===== config.mk =====
export PLATFORM = sky130hd
export DESIGN_NAME = pressure_sensor_three_wire_port
export DESIGN_NICKNAME = d
export VERILOG_FILES = /design/src/logic/sensor_port_pkg.sv /design/src/logic/conv_if.sv /design/src/logic/conversion_engine.sv /design/src/logic/pressure_sensor_three_wire_port.sv
export SDC_FILE = /design/constraint.sdc
export NUM_CORES = 1
export LEC_CHECK = 0
export ABC_AREA = 1
export BUFFER_PORTS_ARGS = -buffer_cell sky130_fd_sc_hd__buf_2
export CORE_MARGIN = 2
export CORE_UTILIZATION = 60
export DETAILED_ROUTE_END_ITERATION = 7
export PLACE_DENSITY = 0.79
export SLEW_MARGIN = 20
export SYNTH_ARGS = -nofsm -noshare
export SYNTH_HDL_FRONTEND = slang
export SYNTH_SLANG_ARGS = --single-unit

===== constraint.sdc =====
create_clock -name clk -period 2.9 [get_ports clk]
set_input_delay 0.58 -clock clk [delete_from_list [all_inputs] [get_ports clk]]
set_output_delay 0.58 -clock clk [all_outputs]
set_load 0.1 [all_outputs]

===== src/logic/sensor_port_pkg.sv =====
// =============================================================
// shared constants and types of the three-wire sensor port
package sensor_port_pkg;
	// command framing around the setup field
	localparam logic [2:0]  START_BITS    = 3'h7;
	localparam logic [2:0]  STOP_BITS     = 3'h0;
	// setup field codes
	localparam logic [3:0]  SETUP_PRESSURE    = 4'ha;
	localparam logic [3:0]  SETUP_TEMPERATURE = 4'h9;
	localparam logic [3:0]  SETUP_WORD_ONE    = 4'h5;
	localparam logic [3:0]  SETUP_WORD_TWO    = 4'h6;
	localparam logic [3:0]  SETUP_WORD_THREE  = 4'hc;
	localparam logic [3:0]  SETUP_WORD_FOUR   = 4'h3;
	// resynchronising pattern, oldest bit in bit 20
	localparam logic [20:0] RESET_PATTERN = 21'h155540;
	// serial clock counts
	localparam logic [4:0]  ACK_CLOCKS    = 5'h02;
	localparam logic [4:0]  SHIFT_CLOCKS  = 5'h11;
	// conversion length in master clock rising edges
	localparam logic [7:0]  CONV_MCLK_EDGES = 8'h20;
	// factory coefficient store content, value is arbitrary
	localparam logic [63:0] FACTORY_COEFFICIENT_STORE = 64'h1234_5678_9abc_def0;
	// which quantity a conversion measures
	typedef enum logic {KIND_PRESSURE, KIND_TEMPERATURE} conv_kind_type;
	// protocol phases
	typedef enum logic [1:0] {PHASE_IDLE, PHASE_ACK, PHASE_CONVERT, PHASE_SHIFT} phase_type;
endpackage : sensor_port_pkg


===== src/logic/conv_if.sv =====
`timescale 1ns/1ps
// =============================================================
// link between protocol logic and the conversion engine
interface conv_if;
	logic                           start;
	logic                           abort;
	sensor_port_pkg::conv_kind_type kind;
	logic                           busy;
	logic                           done;
	logic [15:0]                    result;
	modport ctrl   (output start, output abort, output kind, input busy, input done, input result);
	modport engine (input start, input abort, input kind, output busy, output done, output result);
endinterface : conv_if


===== src/logic/conversion_engine.sv =====
`timescale 1ns/1ps
// =============================================================
// conversion timer paced by the master clock
module conversion_engine (
	// clock and reset
	input  wire logic  clk,
	input  wire logic  sys_rst,
	// master clock rising-edge enable
	input  wire logic  mclkTick,
	// front-end samples, same clock domain
	input  wire logic [15:0] pressureSample,
	input  wire logic [15:0] temperatureSample,
	// control link
	conv_if.engine     conv
);
	logic                           busy,  next_busy;
	logic                           done,  next_done;
	logic [7:0]                     count, next_count;
	logic [15:0]                    result, next_result;
	sensor_port_pkg::conv_kind_type kind,  next_kind;

	// abort beats start so a resync never leaves a conversion running
	always_comb begin
		next_busy   = busy;
		next_done   = 1'b0;
		next_count  = count;
		next_result = result;
		next_kind   = kind;
		if (conv.abort) begin
			next_busy  = 1'b0;
			next_count = 8'h00;
		end else if (conv.start) begin
			next_busy  = 1'b1;
			next_count = 8'h00;
			next_kind  = conv.kind;
		end else if (busy && mclkTick) begin
			if (count == sensor_port_pkg::CONV_MCLK_EDGES - 8'h01) begin
				next_busy   = 1'b0;
				next_done   = 1'b1;
				next_result = (kind == sensor_port_pkg::KIND_TEMPERATURE) ?
					temperatureSample : pressureSample;
			end else begin
				next_count = count + 8'h01;
			end
		end
	end

	// engine state
	always_ff @(posedge clk or posedge sys_rst) begin
		if (sys_rst) begin
			busy   <= 1'b0;
			done   <= 1'b0;
			count  <= 8'h00;
			result <= 16'h0000;
			kind   <= sensor_port_pkg::KIND_PRESSURE;
		end else begin
			busy   <= next_busy;
			done   <= next_done;
			count  <= next_count;
			result <= next_result;
			kind   <= next_kind;
		end
	end

	assign conv.busy   = busy;
	assign conv.done   = done;
	assign conv.result = result;
endmodule : conversion_engine


===== src/logic/pressure_sensor_three_wire_port.sv =====
`timescale 1ns/1ps
// How it works
// - instruction bits sampled and output bits launched on serial clock rising edges
// - output carries result or calibration data chosen by last instruction, plus status
// - seven commands: pressure, temperature, four calibration words, reset
// - command framed by three high bits, setup field, three low bits
// - four-bit setup field selects pressure, temperature or calibration word
// - accepted conversion command acknowledged by output rising low to high
// - conversion end shown by output falling high to low
// - seventeen further clocks shift out the sixteen-bit result
// - readout pauses while clock stands still and resumes where it stopped
// - twenty-one bit pattern returns port to idle from any state
// - sixty-four bit factory store returned by calibration read commands
// - store organised as four sixteen-bit words, one read command each
// - pressure and temperature are unsigned sixteen-bit results of one converter
module pressure_sensor_three_wire_port (
	// clock and reset
	input  wire logic        clk,
	input  wire logic        sys_rst,
	// serial pins
	input  wire logic        serialClock,
	input  wire logic        instructionIn,
	output logic             dataOut,
	// converter master clock pin
	input  wire logic        masterClock,
	// analog front-end samples
	input  wire logic [15:0] pressureSample,
	input  wire logic [15:0] temperatureSample
);
	// =============================================================
	// pin synchronisers and edge finders
	logic [2:0] pinRaw;
	logic [2:0] pinMeta;
	logic [2:0] pinSync;
	logic [2:0] pinLast;
	logic       sclkRise;
	logic       dinBit;
	logic       mclkTick;

	assign pinRaw = {masterClock, instructionIn, serialClock};

	// edge finders read the second and third stages, never the first
	generate
		for (genvar i = 0; i < 3; i++) begin : g_sync
			always_ff @(posedge clk or posedge sys_rst) begin
				if (sys_rst) begin
					pinMeta[i] <= 1'b0;
					pinSync[i] <= 1'b0;
					pinLast[i] <= 1'b0;
				end else begin
					pinMeta[i] <= pinRaw[i];
					pinSync[i] <= pinMeta[i];
					pinLast[i] <= pinSync[i];
				end
			end
		end
	endgenerate

	assign sclkRise = pinSync[0] & ~pinLast[0];
	assign dinBit   = pinSync[1];
	assign mclkTick = pinSync[2] & ~pinLast[2];

	// =============================================================
	// conversion engine
	conv_if conv ();

	conversion_engine u_engine (
		.clk               (clk),
		.sys_rst           (sys_rst),
		.mclkTick          (mclkTick),
		.pressureSample    (pressureSample),
		.temperatureSample (temperatureSample),
		.conv              (conv.engine)
	);

	// =============================================================
	// protocol state
	sensor_port_pkg::phase_type     phase,     next_phase;
	logic [20:0]                    history,   next_history;
	logic [4:0]                     bitCount,  next_bitCount;
	logic [15:0]                    shiftData, next_shiftData;
	logic                           next_dataOut;
	logic                           convStart, next_convStart;
	logic                           convAbort, next_convAbort;
	sensor_port_pkg::conv_kind_type convKind,  next_convKind;
	logic [20:0]                    shifted;
	logic                           cmdSeen;
	logic [3:0]                     setupCode;

	// newest bit enters at bit 0
	assign shifted   = {history[19:0], dinBit};
	assign setupCode = shifted[6:3];
	assign cmdSeen   = (shifted[9:7] == sensor_port_pkg::START_BITS) &&
		(shifted[2:0] == sensor_port_pkg::STOP_BITS);

	// history is cleared on each accepted command so stale bits cannot retrigger
	always_comb begin
		next_phase     = phase;
		next_history   = history;
		next_bitCount  = bitCount;
		next_shiftData = shiftData;
		next_dataOut   = dataOut;
		next_convStart = 1'b0;
		next_convAbort = 1'b0;
		next_convKind  = convKind;
		if (sclkRise) begin
			next_history = shifted;
			if (shifted == sensor_port_pkg::RESET_PATTERN) begin
				next_phase     = sensor_port_pkg::PHASE_IDLE;
				next_history   = 21'h000000;
				next_bitCount  = 5'h00;
				next_dataOut   = 1'b0;
				next_convAbort = 1'b1;
			end else begin
				case (phase)
					sensor_port_pkg::PHASE_IDLE: begin
						next_dataOut = 1'b0;
						if (cmdSeen) begin
							next_bitCount = 5'h00;
							case (setupCode)
								sensor_port_pkg::SETUP_PRESSURE,
								sensor_port_pkg::SETUP_TEMPERATURE: begin
									next_phase    = sensor_port_pkg::PHASE_ACK;
									next_dataOut  = 1'b1;
									next_history  = 21'h000000;
									next_convKind = (setupCode == sensor_port_pkg::SETUP_TEMPERATURE) ?
										sensor_port_pkg::KIND_TEMPERATURE :
										sensor_port_pkg::KIND_PRESSURE;
								end
								sensor_port_pkg::SETUP_WORD_ONE: begin
									next_phase     = sensor_port_pkg::PHASE_SHIFT;
									next_history   = 21'h000000;
									next_shiftData = sensor_port_pkg::FACTORY_COEFFICIENT_STORE[63:48];
								end
								sensor_port_pkg::SETUP_WORD_TWO: begin
									next_phase     = sensor_port_pkg::PHASE_SHIFT;
									next_history   = 21'h000000;
									next_shiftData = sensor_port_pkg::FACTORY_COEFFICIENT_STORE[47:32];
								end
								sensor_port_pkg::SETUP_WORD_THREE: begin
									next_phase     = sensor_port_pkg::PHASE_SHIFT;
									next_history   = 21'h000000;
									next_shiftData = sensor_port_pkg::FACTORY_COEFFICIENT_STORE[31:16];
								end
								sensor_port_pkg::SETUP_WORD_FOUR: begin
									next_phase     = sensor_port_pkg::PHASE_SHIFT;
									next_history   = 21'h000000;
									next_shiftData = sensor_port_pkg::FACTORY_COEFFICIENT_STORE[15:0];
								end
								default: begin
									next_phase = sensor_port_pkg::PHASE_IDLE;
								end
							endcase
						end
					end
					sensor_port_pkg::PHASE_ACK: begin
						// the controller's two extra clocks, then conversion runs
						if (bitCount == sensor_port_pkg::ACK_CLOCKS - 5'h01) begin
							next_phase     = sensor_port_pkg::PHASE_CONVERT;
							next_bitCount  = 5'h00;
							next_convStart = 1'b1;
						end else begin
							next_bitCount = bitCount + 5'h01;
						end
					end
					sensor_port_pkg::PHASE_CONVERT: begin
						// clock should stand low here; stray edges are ignored
						next_phase = sensor_port_pkg::PHASE_CONVERT;
					end
					sensor_port_pkg::PHASE_SHIFT: begin
						if (bitCount == sensor_port_pkg::SHIFT_CLOCKS - 5'h01) begin
							next_phase    = sensor_port_pkg::PHASE_IDLE;
							next_bitCount = 5'h00;
							next_dataOut  = 1'b0;
						end else begin
							next_dataOut   = shiftData[15];
							next_shiftData = {shiftData[14:0], 1'b0};
							next_bitCount  = bitCount + 5'h01;
						end
					end
					default: begin
						next_phase = sensor_port_pkg::PHASE_IDLE;
					end
				endcase
			end
		end else if (phase == sensor_port_pkg::PHASE_CONVERT && conv.done) begin
			next_phase     = sensor_port_pkg::PHASE_SHIFT;
			next_dataOut   = 1'b0;
			next_shiftData = conv.result;
			next_bitCount  = 5'h00;
		end
	end

	// register stage; without an edge only conversion end and the start/abort strobes change anything, which pauses readout
	always_ff @(posedge clk or posedge sys_rst) begin
		if (sys_rst) begin
			phase     <= sensor_port_pkg::PHASE_IDLE;
			history   <= 21'h000000;
			bitCount  <= 5'h00;
			shiftData <= 16'h0000;
			dataOut   <= 1'b0;
			convStart <= 1'b0;
			convAbort <= 1'b0;
			convKind  <= sensor_port_pkg::KIND_PRESSURE;
		end else begin
			phase     <= next_phase;
			history   <= next_history;
			bitCount  <= next_bitCount;
			shiftData <= next_shiftData;
			dataOut   <= next_dataOut;
			convStart <= next_convStart;
			convAbort <= next_convAbort;
			convKind  <= next_convKind;
		end
	end

	assign conv.start = convStart;
	assign conv.abort = convAbort;
	assign conv.kind  = convKind;
endmodule : pressure_sensor_three_wire_port


* Yosys cells after proc, flatten, opt, wreduce, memory -nomap -nowiden *
Index checks and enable logic that the tools add are counted.

operators by class
  equality and inequality tests = 25
  multipliers = 0
  div/mod/pow operators = 0
  order comparisons = 0
  multiplexer cells = 53
  shifts and indexed selects = 0
  add/sub/neg operators = 2
  bitwise operators = 7
  reductions and logical operators = 20

operator list
  operator                count
  $mux W16                6
  $mux W20                4
  $pmux W16 S4            1
  $mux W8                 4
  $pmux W16 S2            1
  $mux W5                 6
  $eq A21 B21 Y1 const B  1
  $mux W1                 21
  $pmux W5 S3             1
  $eq A4 B4 Y1 const B    3
  $mux W2                 6
  $ne A4 B4 Y1 const B    3
  $ne A3 B3 Y1 const B    3
  $add A8 B1 Y8 const B   1
  $eq A4 B3 Y1 const B    2
  $eq A8 B5 Y1 const B    1
  $pmux W2 S4             1
  $reduce_and A2 Y1       4
  $reduce_and A4 Y1       2
  $ne A6 B2 Y1 const B    1
  $reduce_and A6 Y1       1
  $reduce_bool A3 Y1      2
  $reduce_or A6 Y1        1
  $add A5 B1 Y5 const B   1
  22 further kinds        30

storage, ports and cells
  input bits = 37
  bits in registers = 82
  memory bits (read-only) = 0
  memories = 0
  latch bits = 0
  word-level logic and storage cells = 128
  RAM bits = 0

* Longest topological paths before layout *
Gate-level depths: netlist (run 1).

  depth in word-level cells = 7
  depth in mapped cells = 11

* By module *
A second synthesis (run 1) with hierarchy kept.

unflattened totals
  cells, all modules = 530
  area, all modules = 4425.5 um2

by module, submodules not included
  module                           cells each  instances  sequential area each (um2)  area an instance (um2)
  pressure_sensor_three_wire_port  371         1          1376.3                      2880.3
  conversion_engine                159         1          675.6                       1545.2

* Worst setup path before layout (run 1) *
OpenSTA, ideal clock, no wires.

  kind = register to register
  start = register phase[0]
  end = register shiftData[4]
  path slack = 1.193 ns
  cell stages (with the launch flop) = 9
  data required time = 2.783 ns
  clock period less this slack = 1.707 ns
  arrival time = 1.589 ns
  cells stage by stage = dfrtp_1 > ha_1 > buf_2 > nor3_1 > o21bai_1 > nor2_4 > buf_6 > nand3_1 > nand2_1

on the way
  cells in the longest elaborated chain, start to end = 4
  elaborated cells on any way between the ends = 13

ends and longest elaborated chain
  what                                                 RTL line                                                                        text
  start: declaration                                   pressure_sensor_three_wire_port.sv:78                                           sensor_port_pkg::phase_type phase, next_phase;
  start signal: assignment                             pressure_sensor_three_wire_port.sv:197                                          phase <= sensor_port_pkg::PHASE_IDLE;
  start signal: assignment                             pressure_sensor_three_wire_port.sv:206                                          phase <= next_phase;
  $eq A2 B2 Y1, or another cell as far along           pressure_sensor_three_wire_port.sv:115                                          case (phase)
  $pmux W16 S2 or $logic_and A1 B1 Y1 (tied branches)  pressure_sensor_three_wire_port.sv:115, pressure_sensor_three_wire_port.sv:186
  $mux W16 or $reduce_bool A2 Y1 (tied branches)       n/a
  $mux W16 or $reduce_and A6 Y1 (tied branches)        n/a
  end signal: assignment                               pressure_sensor_three_wire_port.sv:209                                          shiftData <= next_shiftData;
  end: declaration                                     pressure_sensor_three_wire_port.sv:81                                           logic [15:0] shiftData, next_shiftData;

Parallel ways exist; a longest one is shown, timed or not. The select of a mux whose other input is x is not followed.
A chain may end at the register's enable or synchronous reset.

* Worst setup path in the final report (run 1) *
  start = register pinLast[0]
  end = register shiftData[1]

on the way
  cells in the longest elaborated chain, start to end = 4
  elaborated cells on any way between the ends = 10

ends and longest elaborated chain
  what                                                         RTL line                               text
  start: declaration                                           pressure_sensor_three_wire_port.sv:35  logic [2:0] pinLast;
  start signal: indexed assignment                             pressure_sensor_three_wire_port.sv:53  pinLast[i] <= pinSync[i];
  $not A1 Y1 (*)                                               pressure_sensor_three_wire_port.sv:59  assign sclkRise = pinSync[0] & ~pinLast[0];
  $and A1 B1 Y1 (*)                                            pressure_sensor_three_wire_port.sv:59
  $ne A6 B2 Y1 (no source line), or another cell as far along  n/a
  $reduce_and A6 Y1 (no source line)                           n/a

Mark *: on every way between the ends. The rest lies on a longest branch, timed or not.

==> results of run 1 <==
-- cell type report --
type | count | area share (%)
inverter | 41 | 3.26
sequential | 82 | 43.1
clock inverter | 2 | 1.26
timing repair buffer | 39 | 4.47
tap | 99 | 2.60
clock buffer | 14 | 3.21
multi-input combinational | 403 | 42.1
-- flip-flops by register name (all words and copies together), names as in the netlist, 2 cells and up --
| name | flops |
|---|---|
| shiftData | 16 |
| u_engine.conv.result | 16 |
| pinMeta | 3 |
| bitCount | 5 |
| pinSync | 2 |
| phase | 2 |
| history | 20 |
| pinLast | 2 |
| u_engine.count | 8 |
-- worst max-delay path: stages (launching register included) --
cell and delay [ps]:
dfrtp_1 380, inv_2 60, nand2_4 240, inv_1 410
a21oi_1 170, nor2_4 380, nand4_4 290, nand2_1 140
nand2_1 60
-- cell families after synthesis --
kind of cell    Yosys count
buf+inv                  63
mux                      17
xor+xnor                  3
flops                    82
compound gates           66
fa+ha+maj                 8
simple gates            309
-- per-stage QoR --
step                worst slack (ps)  hold WS [ps]
finish                           649           315
global route                     451           313
CTS                              667           319
detailed placement               680           336
global placement                 789           334
floorplan                        212           331
-- routing by layer --
| metal | up-vias | track usage [%] |
|---|---|---|
| li1 | 1810 | - |
| met5 | - | 0 |
| met4 | 0 | 7.06 |
| met2 | 103 | 37.0 |
| met1 | 1663 | 33.9 |
| met3 | 14 | 4.80 |
-- power groups by stage --
| stage | Combinational [mW] | Sequential [mW] | Clock (mW) |
|---|---|---|---|
| 2_1_floorplan | 0.419 | 1.43 | 0 |
| 3_3_place_gp | 0.544 | 1.42 | 0 |
| 3_5_place_dp | 0.565 | 1.42 | 0 |
| 4_1_cts | 0.565 | 1.40 | 0.911 |
| 5_1_grt | 0.655 | 1.42 | 0.962 |
| 6_report | 0.567 | 1.41 | 0.896 |
-- layout by cell type, fill, tap and decap left out, types with 2 or more instances in the layout --
master and instances:
buf_2 37, nand3_2 4, dfrtp_1 82, nor2_1 53, o21ai_0 42, nor2_2 5
inv_2 3, nand3_1 53, nor3_1 5, bufinv_16 2, o21ai_1 4, nor2_4 4
nand4_1 2, xor2_1 3, mux2i_1 16, nor3b_1 3, clkbuf_8 10, nand2_1 173
nand2_2 3, inv_1 37, clkbuf_1 4, ha_1 8, a21oi_1 19
-- final timing paths --
kind / cells past startpoint / slack, ps / start / end
worst min-delay path: 2 / 320 / sys_rst / bitCount[2]
worst max register to register: 8 / 650 / pinLast[0] / shiftData[1]
worst min register to register: 0 / 350 / pinMeta[1] / dinBit
min in group clk: 1 / 330 / masterClock / pinMeta[2]
max in group asynchronous: 3 / 1940 / sys_rst / history[15]
worst max-delay path: 8 / 650 / pinLast[0] / shiftData[1]
==> flow_summary_export.csv, run 1 <==
group,metric,value,unit
synthesis,postSynthCellCount,548,
place,placed_cells,664,
power,peakVddDrop,0.353,mV
synthesis,synthSimpleGateAreaFrac,31.5,%
place,buffer_ports.inserted,37,
routing,wl_met3,416,um
synthesis,ys.flop_type,"dfrtp_1",
sta,rsz0062_at_grt,"no",
cts,cts_tree,"yes",
power,p_switching,0.882,mW
routing,ant_nets,0,
routing,highest_layer,"met4",
grt,antenna_found_initial,0,
floorplan,dieWidth,89.1,um
final_layout,antenna-diode-count,0,
grt,grt_use_total,23.8,%
synthesis,synth_common_cells,"nand2_1, dfrtp_1, nand3_1, nor2_1, o21ai_0",
cts,numCtsBuffers,9,
cts,cts_buffer_depth,2,
setup_path,crit_type,"flip-flop to flip-flop",
setup_path,cp_data_required_time,3140,ps
synthesis,synth_xor_area_share,0.604,%
synthesis,ys_ff_latch,82,
power,powerDensity,603,mW/mm^2
final_layout,drive_gt1_share,12.9,%
sta,setup_tns,0,ps
routing,vias,3590,
routing,wl_met2,3830,um
synthesis,yosys.cell_count.top_type,"nand2_1",
synthesis,avgSynthCellArea,7.93,um^2
sta,fmax,444,MHz
floorplan,die_h,89.1,um
synthesis,synthTopCellsByArea,"dfrtp_1, nand2_1, nand3_1",
cts,h-tree-depth,3,
final_layout,fillers,617,
routing,drt-total-wl,8620,um
synthesis,synth_top_family_by_area,"simple AND/OR/NAND/NOR gates",
synthesis,ys_seq_area_share,47.2,%
power,p_leak,2.39,nW
synthesis,yosysTopAreaCell,"dfrtp_1",
min_path,hp-class,"input pin to asynchronous set/reset pin",
status,status,"complete, no violations",
cts,clk_latency,350,ps
place,gp_congestion,0.917,
grt,gr-total-overflow,0,
synthesis,synthMuxAreaShare,3.94,%
synthesis,syn_area,0.00435,mm^2
sta,finalMaxSlewViolations,0,
grt,grt_pass1_wl,14800,um
routing,viasPerCell,5.28,
setup_path,arrival,2490,ps
power,swShare,30.7,%
sta,finClkSkew,7.68,ps
power,p_int,1.99,mW
synthesis,yosys.area_share.adder,2.30,%
routing,first_iter_violations,251,
sta,hold_viol_final,0,
final_layout,final_area,0.00476,mm^2
floorplan,initial_utilization,60.9,%
synthesis,async_flop_share,100,%
final_layout,nets,621,
floorplan,rows,31,
routing,drc,0,
final_layout,finish.utilization,66.7,%
floorplan,ios,38,
synthesis,synth_top_cell_area_share,47.2,%
setup_path,endpoint_kind,"flip-flop",
sta,slew_headroom,39.1,%
grt,grt_max_degree,46,
final_layout,syn2layout_area_growth,9.41,%
cts,clock_tree.root_cell,"clkbuf_8",
routing,met1_length,4230,um
sta,min_period,2250,ps
routing,wl_per_cell,12.7,um
power,power.total,2.87,mW
final_layout,layout.cells.non_filler,680,
flow_run,drv_cap,0,
power,p_seq_share,49.0,%
sta,tightest_slew,913,ps
final_layout,multi_input_area,0.00200,mm^2
floorplan,core,0.00714,mm^2
cts,clk_pin_slew,80,ps
place,placed_area,0.00454,mm^2
sta,setup_viol,0,
floorplan,die_area,0.00794,mm^2
setup_path,crit_fanout,45,
setup_path,start_kind,"flip-flop",
cts,post_cts_buffers,0,
routing,drtPass1Iterations,5,
sta,fin_crit_sh,77.6,%
power,pwr-share-comb,19.7,%
synthesis,syn-num-nets,593,
final_layout,regArea,0.00205,mm^2
synthesis,yosysWarningCount,0,
cts,cts_hold_buf,0,
synthesis,synth_edf_count,0,
power,pwr-share-clk,31.2,%
cts,cts_resized,0,
cts,cts_sinks,82,
synthesis,ys_types,29,
grt,grt_pass1_vias,3317,
synthesis,synth_compound_area_share,7.65,%
place,place_hpwl,6040,um
(Power assumes the default switching activity.)
==> inputs of run 2 (changes only) <==
CORE_UTILIZATION = 54   (was 60)
PLACE_DENSITY = 0.75   (was 0.79)
clock period = 2.04 ns   (was 2.9 ns; I/O delays follow)
==> run 2 against run 1 <==
- sequential power increased by 41%
- final area increased by 2.3%
- clock-buffer cell count decreased by 4
- largest power group unchanged
- critical path depth increased by 1
- hold slack got worse by 230 ps
- non-clock buffer count increased by 9
- die area increased by 11%
- setup slack got worse by 410 ps
- sequential cell count unchanged
- wire length increased by 1.0%
- cell count increased by 1.6%
==> flow_summary_export.csv, run 2 (synthesis gave the netlist of run 1 again) <==
group,metric,value,unit
status,status,"complete, no violations",
sta,setup_viol,0,
setup_path,endpoint_kind,"flip-flop",
setup_path,start_kind,"flip-flop",
routing,drt-total-wl,8710,um
setup_path,crit_fanout,20,
setup_path,regToRegSetupSlack,240,ps
sta,fmax,556,MHz
grt,grt_use_total,21.7,%
cts,clock_tree.root_cell,"clkbuf_8",
routing,wl_per_cell,12.6,um
cts,numCtsBuffers,9,
sta,setup_tns,0,ps
routing,viasPerCell,5.28,
floorplan,initial_utilization,56.0,%
floorplan,die_area,0.00879,mm^2
setup_path,reg2reg_to,"conv.kind",
cts,cts_tree,"yes",
flow_run,drv_cap,0,
sta,hold_viol_final,0,
final_layout,syn2layout_area_growth,11.9,%
cts,h-tree-depth,3,
sta,fin_crit_sh,88.1,%
place,buffer_ports.inserted,37,
cts,cts_buffer_depth,2,
final_layout,drive_gt1_share,14.8,%
sta,rsz0062_at_grt,"no",
routing,drc,0,
place,placed_cells,676,
setup_path,reg2reg_depth,9,
routing,drtPass1Iterations,6,
sta,finClkSkew,13.0,ps
final_layout,top_regs,"history (20), shiftData (16), u_engine.conv.result (16)",
setup_path,worstReg2RegStart,"history[5]",
floorplan,ios,38,
grt,grt_pass1_vias,3398,
place,gp_congestion,0.857,
routing,ant_nets,0,
final_layout,layout.cells.non_filler,691,
cts,clk_pin_slew,80,ps
power,powerDensity,860,mW/mm^2
grt,antenna_found_initial,0,
floorplan,core,0.00777,mm^2
sta,min_period,1800,ps
setup_path,cp_data_required_time,2290,ps
grt,grt_max_degree,39,
cts,cts_resized,0,
floorplan,die_h,93.7,um
setup_path,arrival,2050,ps
cts,cts_hold_buf,0,
grt,gr-total-overflow,0,
final_layout,antenna-diode-count,0,
min_path,hp-class,"input pin to asynchronous set/reset pin",
sta,tightest_slew,592,ps
cts,cts_sinks,82,
grt,grt_pass1_wl,15100,um
power,peakVddDrop,0.575,mV
setup_path,crit_type,"flip-flop to flip-flop",
routing,vias,3650,
power,p_leak,2.44,nW
final_layout,largest_register_ffs,20,
final_layout,regMostFlops,"history",
floorplan,dieWidth,93.7,um
final_layout,final_common_cell,"nand2_1",
cts,clk_latency,350,ps
final_layout,layout_common_cells,"nand2_1, dfrtp_1, nand3_1, nor2_1, o21ai_0",
final_layout,nets,630,
floorplan,rows,32,
place,place_hpwl,6280,um
cts,post_cts_buffers,0,
routing,first_iter_violations,227,
sta,finalMaxSlewViolations,0,
sta,slew_headroom,60.5,%
## run 2: how the worst max path moves through the flow
| stage | startpoint | to | slack, ps | cells after the start |
|---|---|---|---|---|
| finish | history[5] | conv.kind | 240 | 9 |
| global route | history[5] | dataOut | 20 | 9 |
| CTS | phase[0] | bitCount[3] | 200 | 11 |
| detailed placement | phase[0] | bitCount[3] | 210 | 11 |
| global placement | phase[0] | bitCount[4] | 230 | 11 |
| floorplan | phase[0] | shiftData[4] | 330 | 8 |
## run 2: layout make-up
class                   count  area [um^2]
fillers                   685         2900
flip-flops and latches     82         2050
multi-input cells         403         2000
repair buffers             48          293
inverters                  41          158
clock buffers              10          128
well taps                 102          128
clock inverters             5          104
## run 2: per-stage QoR
stage                     setup WS (ps)  util (%)  hold slack (ps)  power, mW  instance area (um^2)
after floorplan                     333         -              331       2.62                  4350
after global placement              230      59.6              337       2.83                  4630
after detailed placement            214      59.6              339       2.84                  4630
after CTS                           201      62.6             96.5       4.21                  4860
after global routing               24.6      62.6              121       4.43                  4860
final                               242      62.6             87.0       4.18                  4860
## run 2: per-layer routing
layer | GRT usage (%) | share of wire (%) | vias to the layer above | routed length, um
li1 | - | - | 1836 | -
met2 | 35.2 | 47 | 98 | 4080
met1 | 29.0 | 47 | 1702 | 4050
met3 | 4.01 | 5.0 | 14 | 438
met4 | 8.33 | 1.5 | 0 | 134
met5 | 0 | 0 | - | 0
## run 2: worst max-delay path, cell delays in order (launching register included)
cell	delay, ps
dfrtp_1	410
inv_1	120
nor2_1	50
nand2_1	50
nor2_1	50
nand3_1	160
nand2_1	70
inv_1	440
nand2_1	130
o21ai_0	220
## run 2: power by group
part | internal, mW | switching (mW)
Combinational | 0.289 | 0.541
Clock | 0.807 | 0.553
Sequential | 1.83 | 0.162
Total | 2.93 | 1.26
==> inputs of run 3 (changes only) <==
ABC_AREA = not set   (was 1)
CORE_ASPECT_RATIO = 2   (was not set)
CORE_UTILIZATION = 53   (was 54)
PLACE_DENSITY = 0.74   (was 0.75)
==> run 3 against run 2 <==
- the flow now finishes with violations (negative setup slack)
- combinational power grew 58%
- synthesized cell count shrank 32%
- setup slack lost 380 ps
- register-to-register slack lost 380 ps
- final area grew 5.4%
- critical path depth is the same
- maximum frequency shrank 17%
- critical path type unchanged
- largest cell class unchanged
- largest power group unchanged
==> flow_summary_export.csv, run 3 <==
group,metric,value,unit
cts,clk_pin_slew,60,ps
place,placed_cells,519,
routing,drc,0,
routing,first_iter_violations,226,
final_layout,top_regs,"history (20), shiftData (16), u_engine.conv.result (16)",
power,powerDensity,1030,mW/mm^2
final_layout,regMostFlops,"history",
place,buffer_ports.inserted,37,
sta,fmax,460,MHz
status,status,"finished, violations left",
floorplan,core,0.00732,mm^2
grt,grt_use_total,23.0,%
synthesis,async_flop_share,100,%
power,peakVddDrop,0.900,mV
synthesis,ys_ff_latch,82,
routing,drt-total-wl,9060,um
routing,wl_per_cell,16.6,um
final_layout,syn2layout_area_growth,27.7,%
cts,numCtsBuffers,9,
place,place_hpwl,5960,um
floorplan,ios,38,
final_layout,layout.cells.non_filler,544,
final_layout,multi_input_area,0.00191,mm^2
synthesis,postSynthCellCount,372,
synthesis,yosysWarningCount,0,
setup_path,arrival,2430,ps
final_layout,finish.utilization,70.0,%
grt,grt_max_degree,83,
sta,finClkSkew,7.94,ps
grt,grt_pass1_wl,14600,um
place,pre_cts_ws,-215,ps
sta,fin_crit_sh,107,%
grt,gr-total-overflow,0,
synthesis,synth_edf_count,0,
synthesis,syn-num-nets,417,
grt,grt_pass1_vias,3181,
cts,cts_buffer_depth,2,
final_layout,fillers,531,
synthesis,ys.flop_type,"dfrtp_1",
sta,min_period,2170,ps
cts,cts_sinks,82,
synthesis,yosys.cell_count.top_type,"dfrtp_1",
grt,antenna_found_initial,0,
synthesis,ys_seq_area_share,51.1,%
flow_run,drv_cap,0,
synthesis,syn_area,0.00402,mm^2
sta,finalMaxSlewViolations,0,
setup_path,crit_fanout,5,
final_layout,antenna-diode-count,0,
sta,tightest_slew,701,ps
routing,ant_nets,0,
sta,slew_headroom,53.3,%
routing,vias,3101,
floorplan,die_h,127,um
sta,setup_viol,39,
place,placed_area,0.00456,mm^2
floorplan,initial_utilization,54.8,%
sta,hold_slack,171,ps
floorplan,dieWidth,65.5,um
final_layout,regArea,0.00205,mm^2
setup_path,crit_type,"flip-flop to flip-flop",
floorplan,rows,44,
cts,cts_tree,"yes",
final_layout,final_area,0.00513,mm^2
status,failed_checks,"negative setup slack",
final_layout,nets,492,
sta,rsz0062_at_grt,"yes",
routing,drtPass1Iterations,4,
sta,setup_tns,-2960,ps
min_path,hp-class,"input pin to flip-flop",
place,gp_congestion,0.856,
final_layout,layout_common_cells,"dfrtp_1, nor2_1, buf_4",
power,power.total,5.27,mW
synthesis,yosysTopAreaCell,"dfrtp_1",
routing,viasPerCell,5.70,
synthesis,synth_top_cell_area_share,51.1,%
synthesis,synthTopCellsByArea,"dfrtp_1, mux2i_1, a22o_1",
final_layout,largest_register_ffs,20,
synthesis,avgSynthCellArea,10.8,um^2
final_layout,drive_gt1_share,31.0,%
setup_path,endpoint_kind,"flip-flop",
setup_path,start_kind,"flip-flop",
floorplan,die_area,0.00833,mm^2
sta,hold_viol_final,0,
setup_path,cp_data_required_time,2300,ps
sta,fin_ws,-134,ps
cts,clock_tree.root_cell,"clkbuf_16",
cts,clk_latency,340,ps
power,p_leak,2.34,nW
synthesis,synth_common_cells,"dfrtp_1, nor2_1, a21oi_1, nand2_1, mux2i_1",
cts,h-tree-depth,3,
synthesis,ys_types,52,
final_layout,final_common_cell,"dfrtp_1",
==> run 3: power breakdown <==
group / switching [mW] / internal, mW / total [mW]
logic: 0.641 / 0.671 / 1.31
registers: 0.198 / 1.88 / 2.08
clock network: 0.643 / 1.24 / 1.88
total: 1.48 / 3.79 / 5.27
==> run 3: cell type report <==
class                   count  share of cell area [%]
inverters                  13                    1.02
well taps                  92                    2.24
repair buffers             86                    12.7
clock inverters             5                    2.15
flip-flops and latches     82                    40.0
multi-input cells         255                    37.2
clock buffers              11                    4.73
==> run 3: path summary, 6_finish.rpt <==
check	start	end	slack (ps)	depth (start not counted)
worst max-delay path	history[10]	bitCount[1]	-130	9
worst min-delay path	instructionIn	pinMeta[1]	170	1
worst max register to register	history[10]	bitCount[1]	-130	9
worst min register to register	pinMeta[2]	pinSync[2]	350	0
max in group asynchronous	sys_rst	shiftData[13]	1520	3
min in group asynchronous	sys_rst	bitCount[3]	180	3
==> run 3: per-layer routing <==
metal / global-route usage (%) / share of wire, % / vias to the layer above
li1: - / - / 1470
met1: 25.8 / 38 / 1550
met2: 40.8 / 56 / 63
met3: 4.31 / 2.5 / 18
met4: 11.3 / 3.2 / 0
met5: 0 / 0 / -
==> run 3: repair_timing <==
item	in CTS	in global routing
resized for setup	7	22
endpoints found under the setup margin	37	58
gates cloned	0	2
hold buffers	0	0
setup buffers	2	5
pin swaps	3	7
==> run 3: worst max-delay path, stage by stage (launching register included) <==
cell and delay [ps]:
dfrtp_1 390, or4b_4 560, nor3_4 210, a21oi_2 110
buf_4 150, buf_6 120, buf_6 120, a21oi_4 120
buf_6 140, mux2i_1 180
==> run 3: kinds of logic after synthesis <==
logic type / count (synthesis) / synth area share, %
mux: 38 / 10.6
flops: 82 / 51.1
fa+ha+maj: 8 / 2.49
compound gates: 75 / 12.8
buf+inv: 35 / 4.11
xor+xnor: 10 / 2.18
simple gates: 124 / 16.7
